**config.mk**
```make
export PLATFORM = sky130hd
export DESIGN_NAME = slrsi_top
export DESIGN_NICKNAME = d
export VERILOG_FILES = /design/src/slrsi_pkg.sv /design/src/slrsi_sticky.sv /design/src/slrsi_lane_loss.sv /design/src/slrsi_top.sv
export SDC_FILE = /design/constraint.sdc
export NUM_CORES = 1
export LEC_CHECK = 0
export BUFFER_PORTS_ARGS = -buffer_cell sky130_fd_sc_hd__clkbuf_2
export CORE_MARGIN = 2
export CORE_UTILIZATION = 49
export DETAILED_ROUTE_END_ITERATION = 6
export HOLD_SLACK_MARGIN = 0.1
export PLACE_DENSITY = 0.88
export SLEW_MARGIN = 10
export SYNTH_ARGS = -nofsm -noshare
export SYNTH_HDL_FRONTEND = slang
export SYNTH_SLANG_ARGS = --single-unit
```
**constraint.sdc**
```tcl
create_clock -name clk -period 2.2 [get_ports clk]
set_input_delay 0.22 -clock clk [delete_from_list [all_inputs] [get_ports clk]]
set_output_delay 0.22 -clock clk [all_outputs]
set_load 0.05 [all_outputs]
```
**src/slrsi_pkg.sv**
```systemverilog
// register map, field positions and reset values of the link status and interrupt block
package slrsi_pkg;

  // ------------------------------------------------------------------
  // register offsets
  // ------------------------------------------------------------------
  localparam logic [11:0] OFF_INIT_LANE_SYNC_STATUS  = 12'h473;
  localparam logic [11:0] OFF_OCTETS_PER_FRAME_CFG   = 12'h476;
  localparam logic [11:0] OFF_LINK_TEST_CONTROL      = 12'h477;
  localparam logic [11:0] OFF_ALIGN_MULTIFRAME_COUNT = 12'h478;
  localparam logic [11:0] OFF_LINK_INTERRUPT_VECTOR  = 12'h47A;
  localparam logic [11:0] OFF_SYNC_ASSERTION_MASK    = 12'h47B;

  // ------------------------------------------------------------------
  // field positions
  // ------------------------------------------------------------------
  localparam int unsigned BIT_STATUS_IRQ_CLEAR  = 7;
  localparam int unsigned BIT_TEST_MODE         = 7;
  localparam int unsigned BIT_THRESH_MASK_EN    = 3;
  localparam int unsigned BIT_VEC_DISPARITY     = 7;
  localparam int unsigned BIT_VEC_INVALID_SYM   = 6;
  localparam int unsigned BIT_VEC_STRAY_CTRL    = 5;
  localparam int unsigned BIT_VEC_RESERVED      = 4;
  localparam int unsigned BIT_VEC_ALIGN_FAIL    = 3;
  localparam int unsigned BIT_SYNC_DISPARITY    = 7;
  localparam int unsigned BIT_SYNC_INVALID_SYM  = 6;
  localparam int unsigned BIT_SYNC_STRAY_CTRL   = 5;

  // ------------------------------------------------------------------
  // reset values and widths
  // ------------------------------------------------------------------
  localparam int unsigned LANE_MAX                  = 8;
  localparam logic [7:0]  RST_INIT_LANE_SYNC_STATUS = 8'h00;
  localparam logic [7:0]  RST_OCTETS_PER_FRAME      = 8'h01;
  localparam logic [7:0]  RST_LINK_TEST_CONTROL     = 8'h00;
  localparam logic [7:0]  RST_ALIGN_MULTIFRAME      = 8'h01;
  localparam logic [7:0]  RST_INTERRUPT_MASK        = 8'h00;
  localparam logic [7:0]  RST_SYNC_ASSERTION_MASK   = 8'h00;
  localparam logic [7:0]  READ_UNMAPPED             = 8'h00;

endpackage : slrsi_pkg

```
**src/slrsi_sticky.sv**
```systemverilog
// sticky flag bank: hardware set wins over a software clear in the same cycle
`timescale 1ns/100ps
module slrsi_sticky #(
  parameter int unsigned W = 1
) (
  input  wire logic         clk,     // device clock
  input  wire logic         rst_n,   // synchronous reset, active low
  input  wire logic [W-1:0] setBits, // event pulses that raise flags
  input  wire logic [W-1:0] clrBits, // software clear pulses
  output logic      [W-1:0] flags_q  // held flags
);

  logic [W-1:0] flags_d;

  always_comb begin
    flags_d = (flags_q & ~clrBits) | setBits;
  end

  always_ff @(posedge clk) begin
    if (!rst_n) begin
      flags_q <= '0;
    end else begin
      flags_q <= flags_d;
    end
  end

endmodule : slrsi_sticky

```
**src/slrsi_lane_loss.sv**
```systemverilog
// per-lane detector of a lost alignment: a one-cycle pulse when a lane's ok bit falls
`timescale 1ns/100ps
module slrsi_lane_loss #(
  parameter int unsigned LANES = 8
) (
  input  wire logic             clk,        // device clock
  input  wire logic             rst_n,      // synchronous reset, active low
  input  wire logic [LANES-1:0] laneOk,     // live alignment status per lane
  output logic      [LANES-1:0] lossPulse_q // one-cycle loss pulse per lane
);

  logic [LANES-1:0] prevOk_q;

  for (genvar i = 0; i < LANES; i++) begin : g_lane
    always_ff @(posedge clk) begin
      if (!rst_n) begin
        prevOk_q[i]    <= 1'b0;
        lossPulse_q[i] <= 1'b0;
      end else begin
        prevOk_q[i]    <= laneOk[i];
        lossPulse_q[i] <= prevOk_q[i] & ~laneOk[i];
      end
    end
  end

endmodule : slrsi_lane_loss

```
**src/slrsi_top.sv**
```systemverilog
// link receiver status, configuration and interrupt vector with its register port
// What this block does
// RULE_01: eight-bit per-lane alignment success status, one bit per lane, resets to zero.
// RULE_02: writing one to status bit 7 clears the pending alignment-fail interrupt.
// RULE_03: lost lane alignment also drives the sync request output toward the transmitter.
// RULE_04: software writes only 1, 2 or 4 to octets per frame; reset one.
// RULE_05: test mode bit 7 set keeps receiver accepting alignment frames; clear is normal.
// RULE_06: software sets threshold mask enable bit 3 when using sync assertion mask.
// RULE_07: multiframe count, reset one, sets alignment length in units of 4xK multiframes.
// RULE_08: vector bit 7 reads one when disparity errors reached threshold on a lane.
// RULE_09: disparity mask bit 7 set pulls interrupt low on disparity threshold.
// RULE_10: vector bit 6 reads one when invalid-symbol errors reached threshold on a lane.
// RULE_11: invalid-symbol mask bit 6 set pulls interrupt low on that threshold.
// RULE_12: vector bit 5 reads one when stray control characters reached threshold.
// RULE_13: stray control mask bit 5 set pulls interrupt low on that threshold.
// RULE_14: alignment-fail mask bit 3 set pulls interrupt low when any lane fails.
// RULE_15: vector bit 3 reads one after an alignment failure; bit 4 reads zero.
// RULE_16: vector reads give flags, writes set only masks; masks reset zero, interrupt high.
// RULE_17: disparity sync enable set raises sync request on disparity threshold.
`timescale 1ns/100ps
module slrsi_top #(
  parameter int unsigned LANES = 8
) (
  input  wire logic             clk,                  // device clock, 200 MHz
  input  wire logic             rst_n,                // synchronous reset, active low
  input  wire logic             regWrEn,              // register write strobe
  input  wire logic             regRdEn,              // register read strobe
  input  wire logic [11:0]      regAddr,              // register address
  input  wire logic [7:0]       regWrData,            // register write data
  output logic      [7:0]       regRdData_q,          // register read data
  output logic                  regRdValid_q,         // read data valid pulse
  input  wire logic [LANES-1:0] laneAlignOk,          // per-lane alignment ok level
  input  wire logic [LANES-1:0] laneDisparityHit,     // per-lane disparity threshold reached
  input  wire logic [LANES-1:0] laneInvalidHit,       // per-lane invalid symbol threshold
  input  wire logic [LANES-1:0] laneStrayHit,         // per-lane stray control threshold
  output logic      [7:0]       octetsPerFrame_q,     // octets per frame setting
  output logic      [7:0]       alignMultiframeCnt_q, // alignment length, 4xK units
  output logic                  alignmentTestMode_q,  // keep accepting alignment frames
  output logic                  thresholdMaskEn_q,    // threshold mask enable
  output logic                  syncRequestOutN_q,    // sync request, active low
  output logic                  irqN_q                // interrupt, active low
);

  // ------------------------------------------------------------------
  // decoding and lane usage
  // ------------------------------------------------------------------
  localparam logic [7:0] LANE_USED = 8'((9'h001 << LANES) - 9'h001);

  function automatic logic addrHit(input logic [11:0] a, input logic [11:0] off);
    addrHit = (a == off);
  endfunction : addrHit

  logic [7:0] laneOkPad, laneLossPad;
  logic [LANES-1:0] lossPulse;
  always_comb begin
    laneOkPad = '0;
    laneOkPad[LANES-1:0] = laneAlignOk;
    laneLossPad = '0;
    laneLossPad[LANES-1:0] = lossPulse;
  end

  logic wrStatus, wrOctets, wrTest, wrMultiframe, wrVector, wrSyncMask;
  always_comb begin
    wrStatus     = regWrEn && addrHit(regAddr, slrsi_pkg::OFF_INIT_LANE_SYNC_STATUS);
    wrOctets     = regWrEn && addrHit(regAddr, slrsi_pkg::OFF_OCTETS_PER_FRAME_CFG);
    wrTest       = regWrEn && addrHit(regAddr, slrsi_pkg::OFF_LINK_TEST_CONTROL);
    wrMultiframe = regWrEn && addrHit(regAddr, slrsi_pkg::OFF_ALIGN_MULTIFRAME_COUNT);
    wrVector     = regWrEn && addrHit(regAddr, slrsi_pkg::OFF_LINK_INTERRUPT_VECTOR);
    wrSyncMask   = regWrEn && addrHit(regAddr, slrsi_pkg::OFF_SYNC_ASSERTION_MASK);
  end

  // ------------------------------------------------------------------
  // lane alignment status
  // ------------------------------------------------------------------
  logic [7:0] laneAlignOkBits_q;

  always_ff @(posedge clk) begin
    if (!rst_n) begin
      laneAlignOkBits_q <= slrsi_pkg::RST_INIT_LANE_SYNC_STATUS; // [RULE_01]
    end else begin
      laneAlignOkBits_q <= laneOkPad & LANE_USED; // [RULE_01]
    end
  end

  slrsi_lane_loss #(
    .LANES (LANES)
  ) u_lane_loss (
    .clk         (clk),
    .rst_n       (rst_n),
    .laneOk      (laneAlignOk),
    .lossPulse_q (lossPulse)
  );

  logic alignFailSet;
  logic alignFailClr;
  logic laneAlignFailFlag;
  always_comb begin
    alignFailSet = |(laneLossPad & LANE_USED);
    alignFailClr = wrStatus && regWrData[slrsi_pkg::BIT_STATUS_IRQ_CLEAR]; // [RULE_02]
  end

  slrsi_sticky #(
    .W (1)
  ) u_align_fail (
    .clk     (clk),
    .rst_n   (rst_n),
    .setBits (alignFailSet),
    .clrBits (alignFailClr),
    .flags_q (laneAlignFailFlag)
  );

  // ------------------------------------------------------------------
  // configuration registers
  // ------------------------------------------------------------------
  always_ff @(posedge clk) begin
    if (!rst_n) begin
      octetsPerFrame_q <= slrsi_pkg::RST_OCTETS_PER_FRAME;
    end else if (wrOctets) begin
      octetsPerFrame_q <= regWrData; // [RULE_04]
    end
  end

  always_ff @(posedge clk) begin
    if (!rst_n) begin
      alignmentTestMode_q <= slrsi_pkg::RST_LINK_TEST_CONTROL[slrsi_pkg::BIT_TEST_MODE];
      thresholdMaskEn_q   <= slrsi_pkg::RST_LINK_TEST_CONTROL[slrsi_pkg::BIT_THRESH_MASK_EN];
    end else if (wrTest) begin
      alignmentTestMode_q <= regWrData[slrsi_pkg::BIT_TEST_MODE]; // [RULE_05]
      thresholdMaskEn_q   <= regWrData[slrsi_pkg::BIT_THRESH_MASK_EN]; // [RULE_06]
    end
  end

  always_ff @(posedge clk) begin
    if (!rst_n) begin
      alignMultiframeCnt_q <= slrsi_pkg::RST_ALIGN_MULTIFRAME; // [RULE_07]
    end else if (wrMultiframe) begin
      alignMultiframeCnt_q <= regWrData; // [RULE_07]
    end
  end

  logic [7:0] syncAssertMask_q;
  always_ff @(posedge clk) begin
    if (!rst_n) begin
      syncAssertMask_q <= slrsi_pkg::RST_SYNC_ASSERTION_MASK;
    end else if (wrSyncMask) begin
      syncAssertMask_q <= regWrData & 8'hE0;
    end
  end

  // ------------------------------------------------------------------
  // interrupt vector: flags and write-only masks
  // ------------------------------------------------------------------
  logic disparityErrorFlag_q, invalidSymbolFlag_q, strayControlCharFlag_q;

  always_ff @(posedge clk) begin
    if (!rst_n) begin
      disparityErrorFlag_q   <= 1'b0;
      invalidSymbolFlag_q    <= 1'b0;
      strayControlCharFlag_q <= 1'b0;
    end else begin
      disparityErrorFlag_q   <= |laneDisparityHit; // [RULE_08]
      invalidSymbolFlag_q    <= |laneInvalidHit; // [RULE_10]
      strayControlCharFlag_q <= |laneStrayHit; // [RULE_12]
    end
  end

  logic [7:0] vectorFlags;
  always_comb begin
    vectorFlags = '0;
    vectorFlags[slrsi_pkg::BIT_VEC_DISPARITY]   = disparityErrorFlag_q;
    vectorFlags[slrsi_pkg::BIT_VEC_INVALID_SYM] = invalidSymbolFlag_q;
    vectorFlags[slrsi_pkg::BIT_VEC_STRAY_CTRL]  = strayControlCharFlag_q;
    vectorFlags[slrsi_pkg::BIT_VEC_RESERVED]    = 1'b0; // [RULE_15]
    vectorFlags[slrsi_pkg::BIT_VEC_ALIGN_FAIL]  = laneAlignFailFlag; // [RULE_15]
  end

  logic [7:0] irqMask_q;
  always_ff @(posedge clk) begin
    if (!rst_n) begin
      irqMask_q <= slrsi_pkg::RST_INTERRUPT_MASK; // [RULE_16]
    end else if (wrVector) begin
      irqMask_q <= regWrData & 8'hE8; // [RULE_16]
    end
  end

  always_ff @(posedge clk) begin
    if (!rst_n) begin
      irqN_q <= 1'b1; // [RULE_16]
    end else begin
      irqN_q <= ~|(vectorFlags & irqMask_q); // [RULE_09] [RULE_11] [RULE_13] [RULE_14]
    end
  end

  // ------------------------------------------------------------------
  // sync request toward the transmitter
  // ------------------------------------------------------------------
  logic anyLaneDown;
  logic thresholdSyncReq;
  always_comb begin
    anyLaneDown      = |(~laneOkPad & LANE_USED);
    thresholdSyncReq = (syncAssertMask_q[slrsi_pkg::BIT_SYNC_DISPARITY] & disparityErrorFlag_q)
                     | (syncAssertMask_q[slrsi_pkg::BIT_SYNC_INVALID_SYM] & invalidSymbolFlag_q)
                     | (syncAssertMask_q[slrsi_pkg::BIT_SYNC_STRAY_CTRL] & strayControlCharFlag_q);
  end

  always_ff @(posedge clk) begin
    if (!rst_n) begin
      syncRequestOutN_q <= 1'b1;
    end else begin
      syncRequestOutN_q <= ~(anyLaneDown | thresholdSyncReq); // [RULE_03] [RULE_17]
    end
  end

  // ------------------------------------------------------------------
  // register read port
  // ------------------------------------------------------------------
  logic [7:0] rdMux;
  always_comb begin
    rdMux = slrsi_pkg::READ_UNMAPPED;
    if (addrHit(regAddr, slrsi_pkg::OFF_INIT_LANE_SYNC_STATUS)) begin
      rdMux = laneAlignOkBits_q;
    end else if (addrHit(regAddr, slrsi_pkg::OFF_OCTETS_PER_FRAME_CFG)) begin
      rdMux = octetsPerFrame_q;
    end else if (addrHit(regAddr, slrsi_pkg::OFF_LINK_TEST_CONTROL)) begin
      rdMux = '0;
      rdMux[slrsi_pkg::BIT_TEST_MODE]      = alignmentTestMode_q;
      rdMux[slrsi_pkg::BIT_THRESH_MASK_EN] = thresholdMaskEn_q;
    end else if (addrHit(regAddr, slrsi_pkg::OFF_ALIGN_MULTIFRAME_COUNT)) begin
      rdMux = alignMultiframeCnt_q;
    end else if (addrHit(regAddr, slrsi_pkg::OFF_LINK_INTERRUPT_VECTOR)) begin
      rdMux = vectorFlags; // [RULE_16]
    end else if (addrHit(regAddr, slrsi_pkg::OFF_SYNC_ASSERTION_MASK)) begin
      rdMux = syncAssertMask_q;
    end
  end

  always_ff @(posedge clk) begin
    if (!rst_n) begin
      regRdData_q  <= '0;
      regRdValid_q <= 1'b0;
    end else begin
      regRdValid_q <= regRdEn;
      if (regRdEn) begin
        regRdData_q <= rdMux;
      end
    end
  end
endmodule : slrsi_top

```
Yosys cells after proc, flatten, opt, wreduce, memory -nomap -nowiden
Index checks and enable logic that the tools add are counted.

Equal/unequal tests: 6. Muxes and demuxes: 6. Bitwise logic cells: 28. Reductions and logical operators: 14.

Operators with widths (count): == test 12 x 11 -> 1 bit, second input constant (6); two-way mux 8 bit (6); OR reduction 8 bit (6); AND 1 bit (12); inverter 1 bit (10); AND 8 bit (1); inverter 8 bit (1); logical AND 1 bit (7); bitwise OR 1 bit (4); zero test 1 bit (1).

Bits in registers: 64. Logic and storage cells: 85.

Longest topological paths before layout
Depth after elaboration: 7. Mapped depth: 5. Gate-level depth less buffers: 4.

Modules after synthesis
Synthesis repeated with hierarchy kept, for this count alone.

Cell total of the unflattened synthesis: 259. Area, all modules: 2701.3 sq um.

Modules (own cells, without submodules): slrsi_top (times used 1, cells each 223, area an instance 2193.4 sq um); slrsi_lane_loss (times used 1, cells each 33, area an instance 466.7 sq um); slrsi_sticky (times used 1, cells each 3, area an instance 41.3 sq um).

Worst setup path before layout
No wires, ideal clock.

Path kind: input to register. Start point: input port regAddr[7]. End point: register regRdData_q[5]. Setup time: 0.124 ns. Arrival: 1.534 ns. Data required time: 2.076 ns. Slack: 0.542 ns. Cell stages on the path: 4. Path through: nand4b_1 or4_1 o221ai_1 a21oi_1.

Longest elaborated chain between the ends: 7. Elaborated cells on any way between the ends: 12. Those cells by class: 6 x eq/ne; 6 x mux.

Ends and longest elaborated chain: from (decl) (RTL line slrsi_top.sv:28) `input wire logic [11:0] regAddr,`; == test 12 x 11 -> 1 bit (RTL line slrsi_top.sv:50) `addrHit = (a == off);`; two-way mux 8 bit (RTL line slrsi_top.sv:232) `end else if (addrHit(regAddr, slrsi_pkg::OFF_SYNC_ASSERTION_MASK)) begin`; two-way mux 8 bit (RTL line slrsi_top.sv:230) `end else if (addrHit(regAddr, slrsi_pkg::OFF_LINK_INTERRUPT_VECTOR)) begin`; two-way mux 8 bit (RTL line slrsi_top.sv:228) `end else if (addrHit(regAddr, slrsi_pkg::OFF_ALIGN_MULTIFRAME_COUNT)) begin`; two-way mux 8 bit (RTL line slrsi_top.sv:224) `end else if (addrHit(regAddr, slrsi_pkg::OFF_LINK_TEST_CONTROL)) begin`; two-way mux 8 bit (RTL line slrsi_top.sv:222) `end else if (addrHit(regAddr, slrsi_pkg::OFF_OCTETS_PER_FRAME_CFG)) begin`; two-way mux 8 bit (*) (RTL line slrsi_top.sv:220) `if (addrHit(regAddr, slrsi_pkg::OFF_INIT_LANE_SYNC_STATUS)) begin`; to (signal assigned) (RTL line slrsi_top.sv:244) `regRdData_q <= rdMux;`; to (decl) (RTL line slrsi_top.sv:30) `output logic [7:0] regRdData_q,`.

Mark *: on every way between the ends. The rest lies on a longest branch, timed or not. A chain may end at the register's enable or synchronous reset.

Final worst setup path
Start point: input port regAddr[11]. End point: register irqMask_q[3].

Longest elaborated chain between the ends: 2.

Ends and longest elaborated chain: == test 12 x 11 -> 1 bit (RTL line slrsi_top.sv:50); logical AND 1 bit (RTL line slrsi_top.sv:68) `wrVector = regWrEn && addrHit(regAddr, slrsi_pkg::OFF_LINK_INTERRUPT_VECTOR);`; to (signal assigned) (RTL line slrsi_top.sv:180) `irqMask_q <= slrsi_pkg::RST_INTERRUPT_MASK;`; to (signal assigned) (RTL line slrsi_top.sv:182) `irqMask_q <= regWrData & 8'hE8;`; to (decl) (RTL line slrsi_top.sv:177) `logic [7:0] irqMask_q;`.

No other way between the ends.

==> metrics.txt <==
status=finished, final reports clean; Hold Path Class=in2reg; CTS clk-pin slew, worst paths=between 0.1 and 0.15 ns; Yosys top cell area share=0.4664; clk sinks=56; CTS tree=yes; Leak=1.356 nW; Tcrit/Tclk final=0.6947; total CTS buffers=5; unrepaired setup endpoints after global routing=no; I/O pins=85; CTS root buf=clkbuf_8; synthesized cell area=2404 um2; Seq cells post-synth=56; Syn Nets=a little under 300; CP Max Fanout=9; H-tree depth=2; Setup WS post-layout=around 0.67 ns; ratio of cells with drive above 1 in the final layout=0.3209; endpoints failing hold=0; Starting Density=0.5089; Hold Crit Start=laneAlignOk[3]; startpoint types=input port; design area=3013 um2; total global-route track usage=0.2360; syn avg cell area=10.32 um2; via count=2,151; Initial DRT Pass Iterations=4; crit path from=regAddr[11]; critical-path cell list=clkbuf_2 > or4b_4 > nor4_4 > mux2i_1 > nor2b_1; DP Area=~2900 um2; Die Area=5481 um2; Endpoint, Worst Hold=laneAlignOkBits_q[3]; layout net count=around 380; Hold Crit Depth=2; main area contributors after synthesis=dfxtp_1 (47%), mux2i_1 (11%), nor2b_1 (6.0%); Avg WL per Cell=15.73 um; kind of critical path=in2reg; # port buffers=84; RR Startpoint=u_align_fail.flags_q; Max Cap Violations=0; Synthesis Warnings=0; Die Ht=74.04 um; Post-synth ARST share=0; area of the multi-input gates=roughly 1200 um2; Detailed Place HPWL=4.373 mm; Max IR drop VDD=333.7 uV; Cells after Synth=233; distinct cell type count after synthesis=42; Ant. Diodes=0; clock skew=0.01219 ns; total grt overflow=0; PwrDens=602.3 nW/um2; post-CTS setup buffers=0; Synth area leader=dfxtp_1; core area=4723 um2; DR DRC count=0; Max Buffers Root-to-Sink=2; Final GP Congestion=0.8678; die width=roughly 74 um; fillers=396; register area=1121 um2; Initial DRC Count=200; Worst path max stage delay=0.64 ns; crit end category=flop; CP arrival=1.73 ns; global-route wire length before repair=9.956 mm; post-route ant nets=0; Vias/cell=5.544; CP top delay family=simple AND/OR/NAND/NOR gates; Area Overhead vs Synth=25.35%; actual slew at the worst max-slew pin=0.8483 ns; slowest CP cell=or4b_4; Skew-Pair Late Insertion Delay=0.31 ns; post-place setup slack=0.3584 ns; Setup TNS Final=0 ns; CP Buf/Inv Count=1; row count=25; initial antenna violation count=0; Worst R2R Path Depth=4; post-layout min period=1.528 ns; Routed WL=6.103 mm; largest net degree at the start of global routing=57; vias in the first global route=2,057; slew margin rel.=0.4344; CP Data Required Time=2.40 ns; final setup vio count=0; post-synthesis sequential area ratio=0.4664; reg-to-reg endpoint=regRdData_q[3]; Most used DFF post-synth=dfxtp_1; R2R Setup Slk=1.12 ns; Max Freq=~650 MHz; fin. max-slew vios=0; Post-synth EDFFs=0
## state kept, by name (all words and copies together), names as in the netlist
| name | count |
|---|---|
| strayControlCharFlag_q | 1 |
| alignMultiframeCnt_q | 8 |
| u_lane_loss.lossPulse_q | 8 |
| irqN_q | 1 |
| syncRequestOutN_q | 1 |
| invalidSymbolFlag_q | 1 |
| irqMask_q | 4 |
| disparityErrorFlag_q | 1 |
| alignmentTestMode_q | 1 |
| regRdData_q | 8 |
| octetsPerFrame_q | 8 |
| thresholdMaskEn_q | 1 |
| regRdValid_q | 1 |
| u_align_fail.flags_q | 1 |
| laneAlignOkBits_q | 8 |
| syncAssertMask_q | 3 |
## through the flow
stage	instances	hold slack [ns]	power (mW)	util
finish	388	0.1355	1.815	0.6379
global route	388	0.1397	1.878	0.6379
CTS	388	0.1340	1.818	0.6379
detailed placement	376	0.4124	1.258	0.6101
global placement	376	0.4137	1.254	0.6101
floorplan	233	0.2915	1.172	-
## cells by family (layout without fill, tap and decap cells)
| family | count (synthesis) | after routing | share of synthesized area |
|---|---|---|---|
| compound gates | 40 | 40 | 0.1239 |
| mux | 27 | 27 | 0.1124 |
| simple gates | 97 | 97 | 0.2738 |
| buf+inv | 13 | 101 | 0.02343 |
| flops | 56 | 56 | 0.4664 |
## synthesized netlist by cell type (2+ instances only)
cell type	count
nand4bb_1	2
a221oi_1	6
nor2b_1	23
a31oi_1	2
o21ai_0	7
nand4b_1	2
dfxtp_1	56
mux2i_1	27
a21boi_0	3
o221ai_1	3
clkbuf_1	10
a22o_1	6
nand4_1	3
nor4_4	3
nor3_1	2
nand3_1	2
nor2_1	10
a2bb2oi_1	2
and3b_1	4
nand2b_1	4
nand2_1	13
a22oi_1	2
nor4_1	9
inv_1	2
o211ai_1	3
a21oi_1	3
and2_1	9
## worst max-delay path by stage
stage	to	slack [ns]	cells after the start
2_1_floorplan	regRdData_q[5]	0.54	4
3_3_place_gp	irqMask_q[5]	0.40	5
3_5_place_dp	irqMask_q[3]	0.36	5
4_1_cts	irqMask_q[3]	0.69	5
5_1_grt	irqMask_q[3]	0.63	5
6_report	irqMask_q[3]	0.67	5
## timing repair
action	in CTS	in global routing
endpoints found under the hold margin	4	0
hold buffers	4	0
gates resized for setup	0	0
## cells in the final DEF (no fill, tap or decap), drive strengths merged, types with 4 or more instances in the layout
master / netlist / routed
nand4: 4 / 4
a22o: 6 / 6
dfxtp: 56 / 56
dlygate4sd3: 0 / 4
o21ai: 7 / 7
nand2: 13 / 13
clkbuf: 10 / 89
nor2: 10 / 10
a221oi: 6 / 6
and3b: 4 / 4
and2: 9 / 9
nor2b: 23 / 23
mux2i: 27 / 27
nor4: 12 / 12
nand2b: 4 / 4
## where the power goes
part,internal (mW),switching [mW]
Combinational,0.0848,0.109
Clock,0.229,0.341
Sequential,1.04,0.0148
## layout make-up
cell class / instances / area share
multi-input cells: 164 / 0.4070
repair buffers: 91 / 0.1603
clock inverters: 3 / 0.007475
well taps: 67 / 0.02782
clock buffers: 5 / 0.02284
flip-flops and latches: 56 / 0.3721
inverters: 2 / 0.002492
## routing by layer
layer | GRT usage | wire length (um) | vias up
met5 | 0 | 0 | -
met4 | 0.08485 | 72 | 0
met3 | 0.03794 | 325 | 8
met2 | 0.3879 | 2978 | 76
met1 | 0.3150 | 2726 | 1024
li1 | - | - | 1043
No activity file was read; power rests on OpenSTA's default activity.
